$ cat config.mk
export PLATFORM = sky130hd
export DESIGN_NAME = ulms_top
export DESIGN_NICKNAME = d
export VERILOG_FILES = /design/src/ulms_pkg.sv /design/src/ulms_top.sv
export VERILOG_INCLUDE_DIRS = /design/src /design/src/src
export SDC_FILE = /design/constraint.sdc
export NUM_CORES = 1
export LEC_CHECK = 0
export BUFFER_PORTS_ARGS = -buffer_cell sky130_fd_sc_hd__buf_2
export CAP_MARGIN = 15
export CORE_ASPECT_RATIO = 0.5
export CORE_MARGIN = 3
export CORE_UTILIZATION = 45
export DETAILED_ROUTE_END_ITERATION = 8
export GPL_TIMING_DRIVEN = 0
export PLACE_DENSITY = 0.66
export SKIP_LAST_GASP = 1
export SLEW_MARGIN = 25
export SYNTH_ARGS = -nofsm -noshare
export SYNTH_HDL_FRONTEND = slang
export SYNTH_SLANG_ARGS = --single-unit
$ cat constraint.sdc
create_clock -name ref_clk -period 9.09 [get_ports ref_clk]
set_input_delay 1.818 -clock ref_clk [delete_from_list [all_inputs] [get_ports ref_clk]]
set_output_delay 1.818 -clock ref_clk [all_outputs]
set_load 0.1 [all_outputs]
$ cat src/ulms_map.svh
// What this block does
// with the divisor access select bit set, offsets 0 and 1 reach the divisor low and high bytes.
// line status bit 0 is set while a received character waits in the buffer, clear otherwise.
// line status bits 1 to 4 report overrun, parity error, framing error and break.
// line status bit 5 is set while the transmit holding stage is empty.
// line status bit 6 is set only while holding stage and shift register are both empty.
// with FIFOs enabled, line status bit 7 is set while any buffered character has an error.
// modem status bits 0, 1 and 3 flag a change on clear-to-send, data-set-ready, carrier.
// modem status bit 2 is set on the trailing edge of the ring indicator.
// modem status bits 4 to 7 show clear-to-send, data-set-ready, ring and carrier now.
// offset 7 is a free byte scratch register with no effect on the port.
// modem control bit 0 drives terminal-ready and bit 1 drives request-to-send.
// reading modem status clears its change bits, reading line status clears bits 1 to 4.
`ifndef ULMS_MAP_SVH
`define ULMS_MAP_SVH
`define ULMS_OFS_DATA    3'h0
`define ULMS_OFS_IER     3'h1
`define ULMS_OFS_FCR     3'h2
`define ULMS_OFS_LCR     3'h3
`define ULMS_OFS_MODEM_CTRL   3'h4
`define ULMS_OFS_LINE_STATUS  3'h5
`define ULMS_OFS_MODEM_STATUS 3'h6
`define ULMS_OFS_SCR     3'h7
`define ULMS_BIT_DIV_SEL 7
`define ULMS_BIT_DTR     0
`define ULMS_BIT_RTS     1
`define ULMS_RST_BYTE    8'h00
`define ULMS_RST_NIBBLE  4'h0
`endif

$ cat src/ulms_pkg.sv
package ulms_pkg;
    typedef struct packed {
        logic       brk;
        logic       frm;
        logic       par;
        logic [7:0] data;
    } ulms_rx_word_t;

    typedef struct packed {
        logic dcd;
        logic ri;
        logic dsr;
        logic cts;
    } ulms_modem_t;

    typedef struct packed {
        logic [7:0]                dll;
        logic [7:0]                dlm;
        logic [7:0]                ier;
        logic [7:0]                lcr;
        logic [7:0]                modem_ctrl;
        logic [7:0]                scr;
        logic [3:0]                line_err;
        logic [3:0]                modem_delta;
        ulms_modem_t               modem_prev;
        ulms_rx_word_t [1:0]       buf_mem;
        logic                      wr_ptr;
        logic                      rd_ptr;
        logic [1:0]                count;
        logic [7:0]                rd_data;
        logic [7:0]                tx_data;
        logic                      tx_load;
    } ulms_state_t;
endpackage : ulms_pkg

$ cat src/ulms_top.sv
`timescale 1ns/100ps
`include "ulms_map.svh"
module ulms_top (
    input  wire logic                   ref_clk,
    input  wire logic                   rst,
    input  wire logic                   ce,
    input  wire logic [2:0]             addr,
    input  wire logic                   wr_en,
    input  wire logic                   rd_en,
    input  wire logic [7:0]             wr_data,
    output logic      [7:0]             rd_data,
    input  wire logic                   rx_valid,
    output logic                        rx_ready,
    input  wire ulms_pkg::ulms_rx_word_t rx_word,
    input  wire logic                   fifo_enable,
    input  wire logic                   tx_hold_empty,
    input  wire logic                   tx_shift_empty,
    output logic                        tx_load,
    output logic      [7:0]             tx_data,
    input  wire ulms_pkg::ulms_modem_t  modem_in,
    output logic                        dtr,
    output logic                        rts,
    output logic      [15:0]            divisor,
    output logic      [7:0]             line_ctrl,
    output logic      [7:0]             int_enable
);
    // ------------------------------------------------------------
    // state and views
    // ------------------------------------------------------------
    ulms_pkg::ulms_state_t st_reg;
    ulms_pkg::ulms_state_t st_next;
    logic                  div_sel;
    logic                  push;
    logic                  pop;
    logic [1:0]            entry_err;
    logic [7:0]            line_status;
    logic [7:0]            modem_status;
    logic [3:0]            modem_chg;

    assign div_sel  = st_reg.lcr[`ULMS_BIT_DIV_SEL];
    assign rx_ready = (st_reg.count != 2'h2);
    assign push     = ce && rx_valid && rx_ready;
    assign pop      = ce && rd_en && (addr == `ULMS_OFS_DATA) && !div_sel &&
                      (st_reg.count != 2'h0);

    // error summary per buffered entry
    genvar gi;
    generate
        for (gi = 0; gi < 2; gi++) begin : g_entry
            logic live;
            assign live = (st_reg.count == 2'h2) ||
                          ((st_reg.count == 2'h1) && (st_reg.rd_ptr == 1'(gi)));
            assign entry_err[gi] = live && (st_reg.buf_mem[gi].par ||
                                            st_reg.buf_mem[gi].frm ||
                                            st_reg.buf_mem[gi].brk);
        end
    endgenerate

    assign line_status  = {fifo_enable && (|entry_err),
                           tx_hold_empty && tx_shift_empty,
                           tx_hold_empty,
                           st_reg.line_err,
                           st_reg.count != 2'h0};
    assign modem_status = {modem_in.dcd, modem_in.ri, modem_in.dsr, modem_in.cts,
                           st_reg.modem_delta};

    // change detect: level change on cts, dsr, dcd; trailing edge on ring
    assign modem_chg = {modem_in.dcd ^ st_reg.modem_prev.dcd,
                        st_reg.modem_prev.ri && !modem_in.ri,
                        modem_in.dsr ^ st_reg.modem_prev.dsr,
                        modem_in.cts ^ st_reg.modem_prev.cts};

    // ------------------------------------------------------------
    // next state
    // ------------------------------------------------------------
    always_comb begin
        st_next         = st_reg;
        st_next.tx_load = 1'b0;
        if (ce) begin
            st_next.modem_prev = modem_in;
            // register writes
            if (wr_en) begin
                case (addr)
                    `ULMS_OFS_DATA: begin
                        if (div_sel) begin
                            st_next.dll = wr_data;
                        end else begin
                            st_next.tx_data = wr_data;
                            st_next.tx_load = 1'b1;
                        end
                    end
                    `ULMS_OFS_IER: begin
                        if (div_sel) begin
                            st_next.dlm = wr_data;
                        end else begin
                            st_next.ier = wr_data;
                        end
                    end
                    `ULMS_OFS_LCR: st_next.lcr = wr_data;
                    `ULMS_OFS_MODEM_CTRL: st_next.modem_ctrl = wr_data;
                    `ULMS_OFS_SCR: st_next.scr = wr_data;
                    default: ;
                endcase
            end
            // register reads, with their side effects
            if (rd_en) begin
                case (addr)
                    `ULMS_OFS_DATA: st_next.rd_data = div_sel ? st_reg.dll :
                                                      st_reg.buf_mem[st_reg.rd_ptr].data;
                    `ULMS_OFS_IER:  st_next.rd_data = div_sel ? st_reg.dlm : st_reg.ier;
                    `ULMS_OFS_LCR:  st_next.rd_data = st_reg.lcr;
                    `ULMS_OFS_MODEM_CTRL: st_next.rd_data = st_reg.modem_ctrl;
                    `ULMS_OFS_LINE_STATUS: begin
                        st_next.rd_data  = line_status;
                        st_next.line_err = `ULMS_RST_NIBBLE;
                    end
                    `ULMS_OFS_MODEM_STATUS: begin
                        st_next.rd_data     = modem_status;
                        st_next.modem_delta = `ULMS_RST_NIBBLE;
                    end
                    `ULMS_OFS_SCR:  st_next.rd_data = st_reg.scr;
                    default:        st_next.rd_data = `ULMS_RST_BYTE;
                endcase
            end
            // set wins over the read clear
            st_next.modem_delta = st_next.modem_delta | modem_chg;
            if (rx_valid && !rx_ready) begin
                st_next.line_err[0] = 1'b1;
            end
            // two-entry receive buffer
            if (push) begin
                st_next.buf_mem[st_reg.wr_ptr] = rx_word;
                st_next.wr_ptr                 = !st_reg.wr_ptr;
                st_next.line_err[3:1]          = st_next.line_err[3:1] |
                                                 {rx_word.brk, rx_word.frm, rx_word.par};
            end
            if (pop) begin
                st_next.rd_ptr = !st_reg.rd_ptr;
            end
            case ({push, pop})
                2'b10:   st_next.count = st_reg.count + 2'h1;
                2'b01:   st_next.count = st_reg.count - 2'h1;
                default: st_next.count = st_reg.count;
            endcase
        end
    end

    always_ff @(posedge ref_clk or posedge rst) begin
        if (rst) begin
            st_reg <= '0;
        end else begin
            st_reg <= st_next;
        end
    end

    // ------------------------------------------------------------
    // outputs
    // ------------------------------------------------------------
    assign rd_data    = st_reg.rd_data;
    assign tx_load    = st_reg.tx_load;
    assign tx_data    = st_reg.tx_data;
    assign dtr        = st_reg.modem_ctrl[`ULMS_BIT_DTR];
    assign rts        = st_reg.modem_ctrl[`ULMS_BIT_RTS];
    assign divisor    = {st_reg.dlm, st_reg.dll};
    assign line_ctrl  = st_reg.lcr;
    assign int_enable = st_reg.ier;

    // ------------------------------------------------------------
    // assertions
    // ------------------------------------------------------------
    AST_DIV_LOW_READ: assert property (@(posedge ref_clk) disable iff (rst)
        (ce && rd_en && !wr_en && addr == `ULMS_OFS_DATA && div_sel) |=>
        (rd_data == $past(st_reg.dll) && $stable(st_reg.rd_ptr)))
        else $error("divisor low byte not returned at offset 0");

    AST_DATA_READY: assert property (@(posedge ref_clk) disable iff (rst)
        (push && !pop && st_reg.count == 2'h0) |=> (line_status[0] && rx_ready))
        else $error("data ready not set after first character");

    AST_ERR_SET: assert property (@(posedge ref_clk) disable iff (rst)
        (push && rx_word.par) |=> st_reg.line_err[1])
        else $error("parity error bit not set");

    AST_HOLD_EMPTY: assert property (@(posedge ref_clk) disable iff (rst)
        (ce && rd_en && addr == `ULMS_OFS_LINE_STATUS) |=> (rd_data[5] == $past(tx_hold_empty)))
        else $error("holding empty bit wrong");

    AST_ALL_EMPTY: assert property (@(posedge ref_clk) disable iff (rst)
        (ce && rd_en && addr == `ULMS_OFS_LINE_STATUS) |=>
        (rd_data[6] == ($past(tx_hold_empty) && $past(tx_shift_empty))))
        else $error("transmitter empty bit wrong");

    AST_FIFO_ERR: assert property (@(posedge ref_clk) disable iff (rst)
        (ce && rd_en && addr == `ULMS_OFS_LINE_STATUS && !fifo_enable) |=> !rd_data[7])
        else $error("fifo error summary set with fifos off");

    AST_DELTA_CTS: assert property (@(posedge ref_clk) disable iff (rst)
        (ce && modem_in.cts != st_reg.modem_prev.cts) |=> st_reg.modem_delta[0])
        else $error("cts change not flagged");

    AST_RING_TRAIL: assert property (@(posedge ref_clk) disable iff (rst)
        (ce && !st_reg.modem_prev.ri && modem_in.ri &&
         !(rd_en && addr == `ULMS_OFS_MODEM_STATUS) && !st_reg.modem_delta[2]) |=>
        !st_reg.modem_delta[2])
        else $error("ring flag set on leading edge");

    AST_MODEM_LIVE: assert property (@(posedge ref_clk) disable iff (rst)
        (ce && rd_en && addr == `ULMS_OFS_MODEM_STATUS) |=>
        (rd_data[7:4] == $past({modem_in.dcd, modem_in.ri, modem_in.dsr, modem_in.cts})))
        else $error("modem live bits wrong");

    AST_SCRATCH: assert property (@(posedge ref_clk) disable iff (rst)
        (ce && wr_en && addr == `ULMS_OFS_SCR) ##1
        (ce && rd_en && !wr_en && addr == `ULMS_OFS_SCR) |=> (rd_data == $past(wr_data, 2)))
        else $error("scratch readback mismatch");

    AST_MODEM_OUT: assert property (@(posedge ref_clk) disable iff (rst)
        (ce && wr_en && addr == `ULMS_OFS_MODEM_CTRL) |=>
        (dtr == $past(wr_data[0]) && rts == $past(wr_data[1])))
        else $error("modem control outputs do not follow write");

    AST_MODEM_CLEAR: assert property (@(posedge ref_clk) disable iff (rst)
        (ce && rd_en && addr == `ULMS_OFS_MODEM_STATUS && modem_chg == 4'h0) |=>
        (st_reg.modem_delta == 4'h0))
        else $error("change bits not cleared by read");

    COV_BUF_FULL:  cover property (@(posedge ref_clk) disable iff (rst) !rx_ready ##1 pop);
    COV_OVERRUN:   cover property (@(posedge ref_clk) disable iff (rst) ce && rx_valid && !rx_ready);
    COV_DIV_WRITE: cover property (@(posedge ref_clk) disable iff (rst)
        ce && wr_en && div_sel && addr == `ULMS_OFS_IER);
    COV_RING:      cover property (@(posedge ref_clk) disable iff (rst) ce && modem_chg[2]);
endmodule : ulms_top

### Word-level counts from Yosys, hierarchy flattened

Index checks and enable logic that the tools add are counted.

* output and inout port bits: 52
* input port bits: 35
* flip-flop bits (word level): 103
* logic and storage cells: 113

* magnitude comparators: 3
* add/sub/neg operators: 2
* reduce and logical (&&, ||, !) cells: 42
* bitwise gates (word level): 7
* multiplexer cells: 19
* eq/ne operators: 13

Operators with widths (count)
* $pmux W8 S7: 1
* $mux W8: 6
* $bwmux W22: 1
* $reduce_and A4 Y1: 4
* $logic_and A1 B1 Y1: 15
* $eq A3 B3 Y1 const B: 4
* $reduce_and A3 Y1: 4
* $demux W11 S1: 1
* $mux W11: 1
* $mux W4: 2
* $reduce_and A2 Y1: 4
* $logic_or A1 B1 Y1: 6
* $ne A3 B1 Y1 const B: 2
* $logic_not A1 Y1: 5
* $mux W1: 5
* $eq A2 B1 Y1 const B: 2
* $eq A2 B2 Y1 const B: 2
* $lt A1 B2 Y1 const B: 2
* $or A4 B4 Y4: 1
* $pmux W2 S2: 1
* $reduce_bool A2 Y1: 2
* $eq A3 B1 Y1 const B: 1
* $eq A3 B2 Y1 const B: 1
* $logic_not A3 Y1: 1
* 9 further kinds: 12

### Longest topological paths before layout

Gate-level depths: netlist of the first run.

* depth in word-level cells: 7
* depth in mapped cells: 8
* gate-level depth less buffers: 8

### Worst setup path after synthesis of the first run

OpenSTA, ideal clock, no wires.

* path kind: input port to flip-flop
* start: input addr[2]
* end: register st_reg[18] (netlist bit)
* arrival time: 3.300 ns
* setup time: 0.123 ns
* data required time: 8.967 ns
* stages on the path: 8
* slack: 5.667 ns
* path buffers: 2
* cells stage by stage: buf_6 or4_4 buf_6 nor3_4 ha_1 nand2b_1 nor2_1 a21oi_1

* cells in the longest elaborated chain, start to end: 7
* elaborated cells on any way between the ends: 9
* those cells by class: eq/ne (2); mux (1); reduce/logical (6)

RTL lines
* start, declared: RTL line ulms_top.sv:7 `input wire logic [2:0] addr,`
* $logic_not A3 Y1 *
* $logic_and A1 B1 Y1 * (3 in series): RTL line ulms_top.sv:43 `` assign pop = ce && rd_en && (addr == `ULMS_OFS_DATA) && !div_sel && ``
* $eq A2 B1 Y1 / $eq A2 B2 Y1 (equally long branches): RTL line ulms_top.sv:140 `case ({push, pop})`
* $reduce_bool A2 Y1 (no line)
* $reduce_and A2 Y1 (no line)
* end signal, assigned: RTL line ulms_top.sv:152 `st_reg <= st_next;`
* end, declared: RTL line ulms_top.sv:30 `ulms_pkg::ulms_state_t st_reg;`

Every way passes the cells marked *; elsewhere a longest branch is shown, timed or not.
A chain may end at the register's enable or synchronous reset.

### Final worst setup path of the first run

* start: register st_reg[17] (netlist bit)
* end: output rx_ready

* cells in the longest elaborated chain, start to end: 1

RTL lines
* $ne A2 B2 Y1: RTL line ulms_top.sv:41 `assign rx_ready = (st_reg.count != 2'h2);`
* end, declared: RTL line ulms_top.sv:13 `output logic rx_ready,`

Every way passes these cells.

==> results by stage, run 1 <==
Floorplan:
- The width of the die is 158 um.
- The row count is 27.
- The initial cell density of the core is 46.7%.
- The boundary pin count is 87.
- The area of the die is 13000 um2.
- The floorplan step set the die height to 82.1 um.
- The floorplan core area is 11100 um2.

Worst setup path:
- The critical path is of the register to primary output type.
- The data required time of the critical path is 7.27 ns.
- The cell count of the worst reg-to-reg path is 8.
- The critical path's most frequent cell is inv_1.
- For flop-to-flop paths, the worst setup slack is 6.94 ns.
- The gate family responsible for the most delay along the worst path is buffers and inverters.
- The element type at the critical path start is a register.
- The critical path depth is 4.
- The start point of the critical path is st_reg[17].
- The slowest stage of the critical path is the buf_2 cell.
- In this design, the stage delay of the slowest critical-path cell is 0.43 ns.
- The endpoint of the most critical register-to-register path is st_reg[18].
- The sort of element at the end of the critical path is a primary output.
- The largest fanout on the critical path is 3.
- At the worst endpoint, the arrival time is 1.55 ns.
- The critical path buffer and inverter count is 3.
- In this run the critical register-to-register path is launched from line_ctrl[7].
- The signal on the critical path passes through inv_1, ha_1, inv_1, buf_2.

Clocking:
- The number of setup buffers added after CTS is 0.
- The cell at the root of the clock tree is clkbuf_16.
- TritonCTS built the clock tree.
- The number of buffers inserted during clock tree synthesis is 9.
- The number of hold buffers added after CTS was 0.
- The clock-pin transition on the worst setup and hold timing paths is 0.07 ns.
- The clock reaches the later pin of the worst-skew pair after 0.34 ns.
- The count of instances resized after the clock tree is built is 0.
- The depth of the CTS H-tree is 3.
- The CTS sink count is 103.
- The deepest clock path buffer count is 2.

Layout:
- The most frequent standard cell in the layout excluding fill and tap cells is dfrtp_1.
- The growth of design area from synthesis to finish is 17.4%.
- The number of nets in the layout is 547.
- After the flow finishes, the layout carries non-filler instances totaling 656.
- The number of diodes is 0.
- After routing the design area is 6110 um2.
- The share of layout cells above drive strength 1 is 51.9%.
- The flip-flop count of the largest register after layout is 44.
- In the layout the commonest cells are 103 x dfrtp_1, 94 x buf_2, 87 x mux2_2, 49 x buf_4, 17 x mux2i_1.

Synth:
- The total number of yosys warnings is 0.
- The portion of synthesized area spent on multiplexers is 23.0%.
- Of the synthesized area, sequential elements account for 49.5%.
- Sorting the synthesized cells by area gives the leading types as dfrtp_1 50%, mux2_2 19%, buf_4 7.1%.
- After Yosys synthesis, XOR and XNOR cells account for 1.18% of the synthesized area.
- The dominant combinational cell family by area after synthesis is multiplexers.
- After synthesis, the share of flip-flops with an asynchronous set or reset is 100%.
- The number of nets in the synthesized netlist is 451.
- Synthesis inferred 103 register bits.
- Synthesis produced a netlist whose cell count is 411.
- Summing the areas of all compound-gate instances in the mapped netlist gives 7.84% of the synthesized area.
- The top cell type by area accounts for 49.5% of the synthesized area.
- In this run the cell area of the synthesized design comes to 5200 um2.
- The number of enable-type register cells in the synthesized netlist is 0.
- Summing the areas of all and, or, nand and nor instances in the mapped netlist gives 7.48% of the synthesized area.
- A synthesized cell averages 12.7 um2.
- The adder-cell share of the synthesized area is 1.20%.
- The library cell occupying the most area in the post-synthesis netlist is dfrtp_1.
- The synthesized netlist contains 54 unique library cells.
- The leading register cell type out of synthesis is dfrtp_1.

Routing:
- The overall routed net length is 12100 um.
- The average wire length per cell after detail routing is 18.4 um.
- The via count normalized by instance count is 5.23.
- The iteration count of the initial detailed-routing pass is 4.
- The post-detailed-route count of antenna-violating nets is 0.
- Across all layers, the routed design uses 3430 vias.
- In the routed design, unresolved DRC markers number 0.
- In this run, the number of DRC markers left after iteration 0 of detailed routing was 206.

Global route:
- The number of antenna violations at the first check in global routing is 0.
- The wire length of the first global-routing pass is 18900 um.
- Global routing used 19.5% of the available tracks across all layers.
- The pin count of the biggest net entering global routing is 66.
- The via count of the first global-routing pass was 3377.
- The remaining global-route overflow is 0.

Worst hold path:
- The worst-case hold path end point is st_reg[20].
- Counting instances, the worst hold path has a depth of 1.
- The worst min-delay path class is register to register.
- The launch point of the worst hold path is st_reg[20].

Timing:
- The post-route worst hold slack is 0.501 ns.
- In this run the tightest slew margin relative to its limit is 42.0%.
- The slew at the pin with the worst max-slew slack is 0.862 ns.
- The shortest clock period the worst path allows after layout is 3.37 ns.
- The total count of hold-check failures in the final report is 0.
- The worst path uses 37.0% of the clock period.
- For this run, the top clock speed supported by timing is 297 MHz.
- Summed over all failing endpoints, the final setup total negative slack is 0 ns.
- The worst clock skew on the final layout is 0.00520 ns.
- The max-slew violation count is 0.
- The total of endpoints with negative setup slack in the final report is 0.
- Setup repair after global routing left no endpoint under its margin.

Placed design:
- At the end of routability-driven placement, the weighted congestion stood at 0.855.
- The wire-length estimate of the detail-placed layout is 8890 um.
- The total placed instance area is 5840 um2.
- The cell count after placement is 641.
- Port buffering added 84 buffers.

Power:
- The power per standard cell area is 313 nW/um2.
- The leakage component of the power is 0.00292 uW.
- VDD sags by at most 0.000171 V.
- The design draws 1910 uW.

Run status:
- The flow ran to the end, and the final reports show no timing, DRC or antenna violations.

Flow run:
- The reported max-cap violation count is 0.
==> power breakdown <==
group          total (uW)  switching, uW  internal (uW)
registers             681           85.8            595
clock network         362            170            192
logic                 872            600            273
total                1910            855           1060
==> worst reg2reg max path: cells and delay by family, from the launching register on <==
kind	cells	cell delay (ns)
buffers and inverters	2	0.32
AOI/OAI and AO/OA	1	0.05
adders and majority gates	1	0.26
DFF	1	0.39
and+or+nand+nor	4	1.01
==> worst max path at each step <==
stage,endpoint
floorplan,divisor[0]
global placement,divisor[8]
detailed placement,divisor[0]
CTS,rx_ready
global route,rx_ready
finish,rx_ready
==> cell families after synthesis <==
family,Yosys count
adder cells (fa/ha/maj),5
AND/OR/NAND/NOR,57
multiplexers,106
flip-flops,103
AO/OA/AOI/OAI,57
buffers and inverters,76
XOR/XNOR,7
==> cell usage after synthesis (all sizes together), types with 5 or more instances <==
cell and n:
dfrtp 103, mux2 87, buf 63, mux2i 17, nand2 17, o21ai 14
nor2 11, inv 8, a21oi 6, a22o 6, a221oi 5, clkbuf 5
ha 5, nor2b 5, xor2 5
==> layer usage <==
metal  up-vias  track usage, %  share of wire [%]
li1       1627               -                  -
met1      1700            29.8                 52
met2        90            28.2                 42
met3        13            4.21                4.9
met4         0            4.89                1.1
met5         -               0                  0
==> final cells by class <==
type	count	area (um2)
well taps	145	181
repair buffers	85	448
clock inverters	5	33.8
inverters	8	35.0
plain buffers	68	482
flip-flops and latches	103	2580
fillers	998	5040
clock buffers	10	239
multi-input cells	232	2120
==> stage by stage <==
stage          setup WS (ns)  util [%]
2_1_floorplan           4.57         -
3_3_place_gp            3.26      52.1
3_5_place_dp            5.51      52.4
4_1_cts                 5.72      54.8
5_1_grt                 5.65      54.8
6_report                5.72      54.8
Power figures use the tool's default switching activity.
==> run 2, diff against run 1 <==
- clock period: 9.09 -> 3.2 ns (I/O delays scaled with it)
==> run 2 against run 1 <==
Effect of this change:
- register-to-register slack worse by 5.9 ns
- highest routed layer unchanged
- critical path depth did not move
- final area increased by 1.4%
- die area unchanged
- sequential power rose to 2.8 times the previous value
- global-route usage rose by 0.31 points
- largest cell class unchanged
- combinational power increased to 2.8 times the previous value
- sequential share of layout area shrank 0.57 points
- clock skew is essentially flat
- sequential cell count unchanged
- count of clock-buffer cells in the layout increased by 3
==> results by stage, run 2 (synthesis gave the netlist of run 1 again) <==
Routing:
- The violation count after the first detailed-route iteration came to 256 (+24%).
- The post-detailed-route count of antenna-violating nets came to 0 (unchanged).
- The count of unresolved DRC violations after routing is 0 (unchanged).
- The via count normalized by instance count is 5.22 (-0.11%).
- The average wire length per cell after detail routing is 18.4 um (-0.46%).
- The overall routed net length came to 12100 um (about the same).
- The total via count in the routed design was 3442 (+0.35%).
- The iteration count of the initial detailed-routing pass is 4 (unchanged).

Clocking:
- The depth of the CTS H-tree is 3 (unchanged).
- The count of instances resized after the clock tree is built is 0 (unchanged).
- The quantity of hold-fixing buffers added after cts is 0 (unchanged).
- The number of buffers inserted during clock tree synthesis is 9 (unchanged).
- The number of setup buffers added after CTS is 0 (unchanged).
- The root buffer cell chosen for the clock tree is clkbuf_16.
- The source-to-sink clock delay at the later pin of the worst-skew pair came to 0.34 ns (about the same).
- The CTS sink count is 103 (unchanged).
- TritonCTS built the clock tree.
- The clock-pin transition on the worst setup and hold timing paths was 0.06 ns (about the same).
- The deepest clock path buffer count is 2 (unchanged).

Layout:
- The fill cell instance count of the final layout is 1010 (+1.2%).
- The number of nets in the layout is 549 (+0.37%).
- The flip-flop count of the largest register after layout is 44 (unchanged).
- The number of diodes is 0 (unchanged).
- The count of non-filler cells in the finished layout is 659 (+0.46%).
- The growth of design area from synthesis to finish is 19.0%.
- The top cell types in the final layout, fill and taps aside, are 103 x dfrtp_1, 94 x buf_2, 87 x mux2_2, 49 x buf_4, 17 x mux2i_1.
- The most frequent standard cell in the layout excluding fill and tap cells is dfrtp_1.
- The register area was 2580 um2 (unchanged).
- The area of combinational cells with multiple inputs is 2120 um2 (unchanged).
- The share of layout cells above drive strength 1 is 51.8% (-0.11 points).

Floorplan:
- The height of the die is 82.1 um (unchanged).
- The area of the die is 13000 um2 (unchanged).
- The row count is 27 (unchanged).
- The initial cell density of the core came to 46.7% (unchanged).
- The boundary pin count was 87 (unchanged).
- The width of the die is 158 um (unchanged).
- The floorplan core area is 11100 um2 (unchanged).

Timing:
- The worst clock skew on the final layout is 0.00504 ns (-0.000154 ns).
- The peak clock frequency supported by timing is 459 MHz.
- The clock period could shrink to 2.18 ns.
- The total count of hold-check failures in the final report was 0 (unchanged).
- The max-slew headroom at the worst pin is 40.9% (-1.1 points).
- The final worst-path cycle share is 68.1%.
- The slew at the pin with the worst max-slew slack is 0.881 ns (+0.0189 ns).
- Setup repair after global routing left no endpoint under its margin.
- The sum of negative setup slack came to 0 ns (unchanged).
- The max-slew violation count is 0 (unchanged).
- The total of endpoints with negative setup slack in the final report was 0 (unchanged).

Worst setup path:
- The library cell contributing the largest single delay on the critical path is buf_2.
- The startpoint-to-endpoint class of the critical path is register to primary output.
- The largest stage delay on the critical path is 0.43 ns (about the same).
- Broken down by cell family, the worst path's largest delay share belongs to buffers and inverters.
- The data required time of the critical path is 2.56 ns (-4.71 ns).
- Walking the worst path, the cells encountered are inv_1, ha_1, inv_1, buf_2.
- The critical path buffer and inverter count is 3 (unchanged).
- The critical path depth is 4 (unchanged).
- Tracing the worst setup path back leads to its startpoint at st_reg[17].
- The worst setup path is launched from a register.
- The startpoint of the worst register-to-register path is line_ctrl[7].
- The last element of the critical path is rx_ready.
- The endpoint of the most critical register-to-register path is st_reg[18].
- The cell count of the worst reg-to-reg path is 8 (unchanged).
- The critical path's most frequent cell is inv_1.
- The sort of element at the end of the critical path is a primary output.
- The arrival time reported for the critical path endpoint is 1.54 ns (about the same).
- The largest fanout on the critical path is 3 (unchanged).
- The register-to-register setup slack is 1.04 ns (-5.90 ns).

Power:
- The peak supply drop was 0.000442 V (+160%).
- The power per standard cell area was 905 nW/um2 (+190%).
- The leakage component of the power is 0.00296 uW (+1.4%).

Placed design:
- The detailed placement HPWL is 8890 um (about the same).
- The cell count after placement is 643 (+0.31%).
- The number of input and output port buffers inserted came to 84 (unchanged).
- The routability-driven placement congestion ratio is 0.824 (-3.6%).

Run status:
- The run finished with clean final reports.

Global route:
- The pin count of the biggest net entering global routing is 32 (-52%).
- The total global routing track utilization was 19.8% (+0.31 points).
- The via count of the first global-routing pass is 3370 (-0.21%).
- The number of antenna violations at the first check in global routing is 0 (unchanged).
- The wire length of the first global-routing pass is 19200 um (+1.3%).
- The remaining global-route overflow is 0 (unchanged).

Worst hold path:
- The worst min-delay path class is input pin to asynchronous set/reset pin.

Flow run:
- The reported max-cap violation count was 0 (unchanged).
run 2: power breakdown:
part | internal (uW) | switching, uW | leakage (uW)
sequential | 1690 | 241 | 0.00126
combinational | 778 | 1700 | 0.00154
clock | 728 | 467 | 0.000160
run 2: layer usage:
layer,part of all wire (%),vias to the layer above,GRT usage (%),wire length (um)
met5,0,-,0,0
met2,44,87,29.4,5290
met4,0.84,0,4.12,102
li1,-,1627,-,-
met3,5.5,9,4.95,665
met1,50,1719,29.6,6040
run 2: cell type report:
type / count / area share [%]
Multi-Input combinational cell: 232 / 34.1
Sequential cell: 103 / 41.6
Tap cell: 145 / 2.93
Timing Repair Buffer: 87 / 7.75
Buffer: 68 / 7.77
Inverter: 8 / 0.545
Clock inverter: 3 / 1.05
Clock buffer: 13 / 4.20
run 2: metrics by stage:
step / util [%] / hold WS (ns) / worst slack [ns] / area [um2] / power, uW
2_1_floorplan: - / 0.445 / 0.955 / 5210 / 4000
3_3_place_gp: 52.1 / 0.469 / 0.558 / 5810 / 4400
3_5_place_dp: 52.7 / 0.479 / 0.785 / 5870 / 4450
4_1_cts: 55.6 / 0.322 / 0.999 / 6200 / 5650
5_1_grt: 55.6 / 0.334 / 0.923 / 6200 / 5890
6_report: 55.6 / 0.317 / 1.02 / 6200 / 5610
run 2: worst min-delay path by stage:
stage,startpoint,end,slack [ns],cells past startpoint
3_3_place_gp,modem_status[2],modem_status[2],0.47,2
6_report,rst,st_reg[27],0.32,2
5_1_grt,rst,st_reg[27],0.33,2
2_1_floorplan,line_status[1],line_status[1],0.44,2
3_5_place_dp,modem_status[2],modem_status[2],0.48,2
4_1_cts,rst,st_reg[26],0.32,2
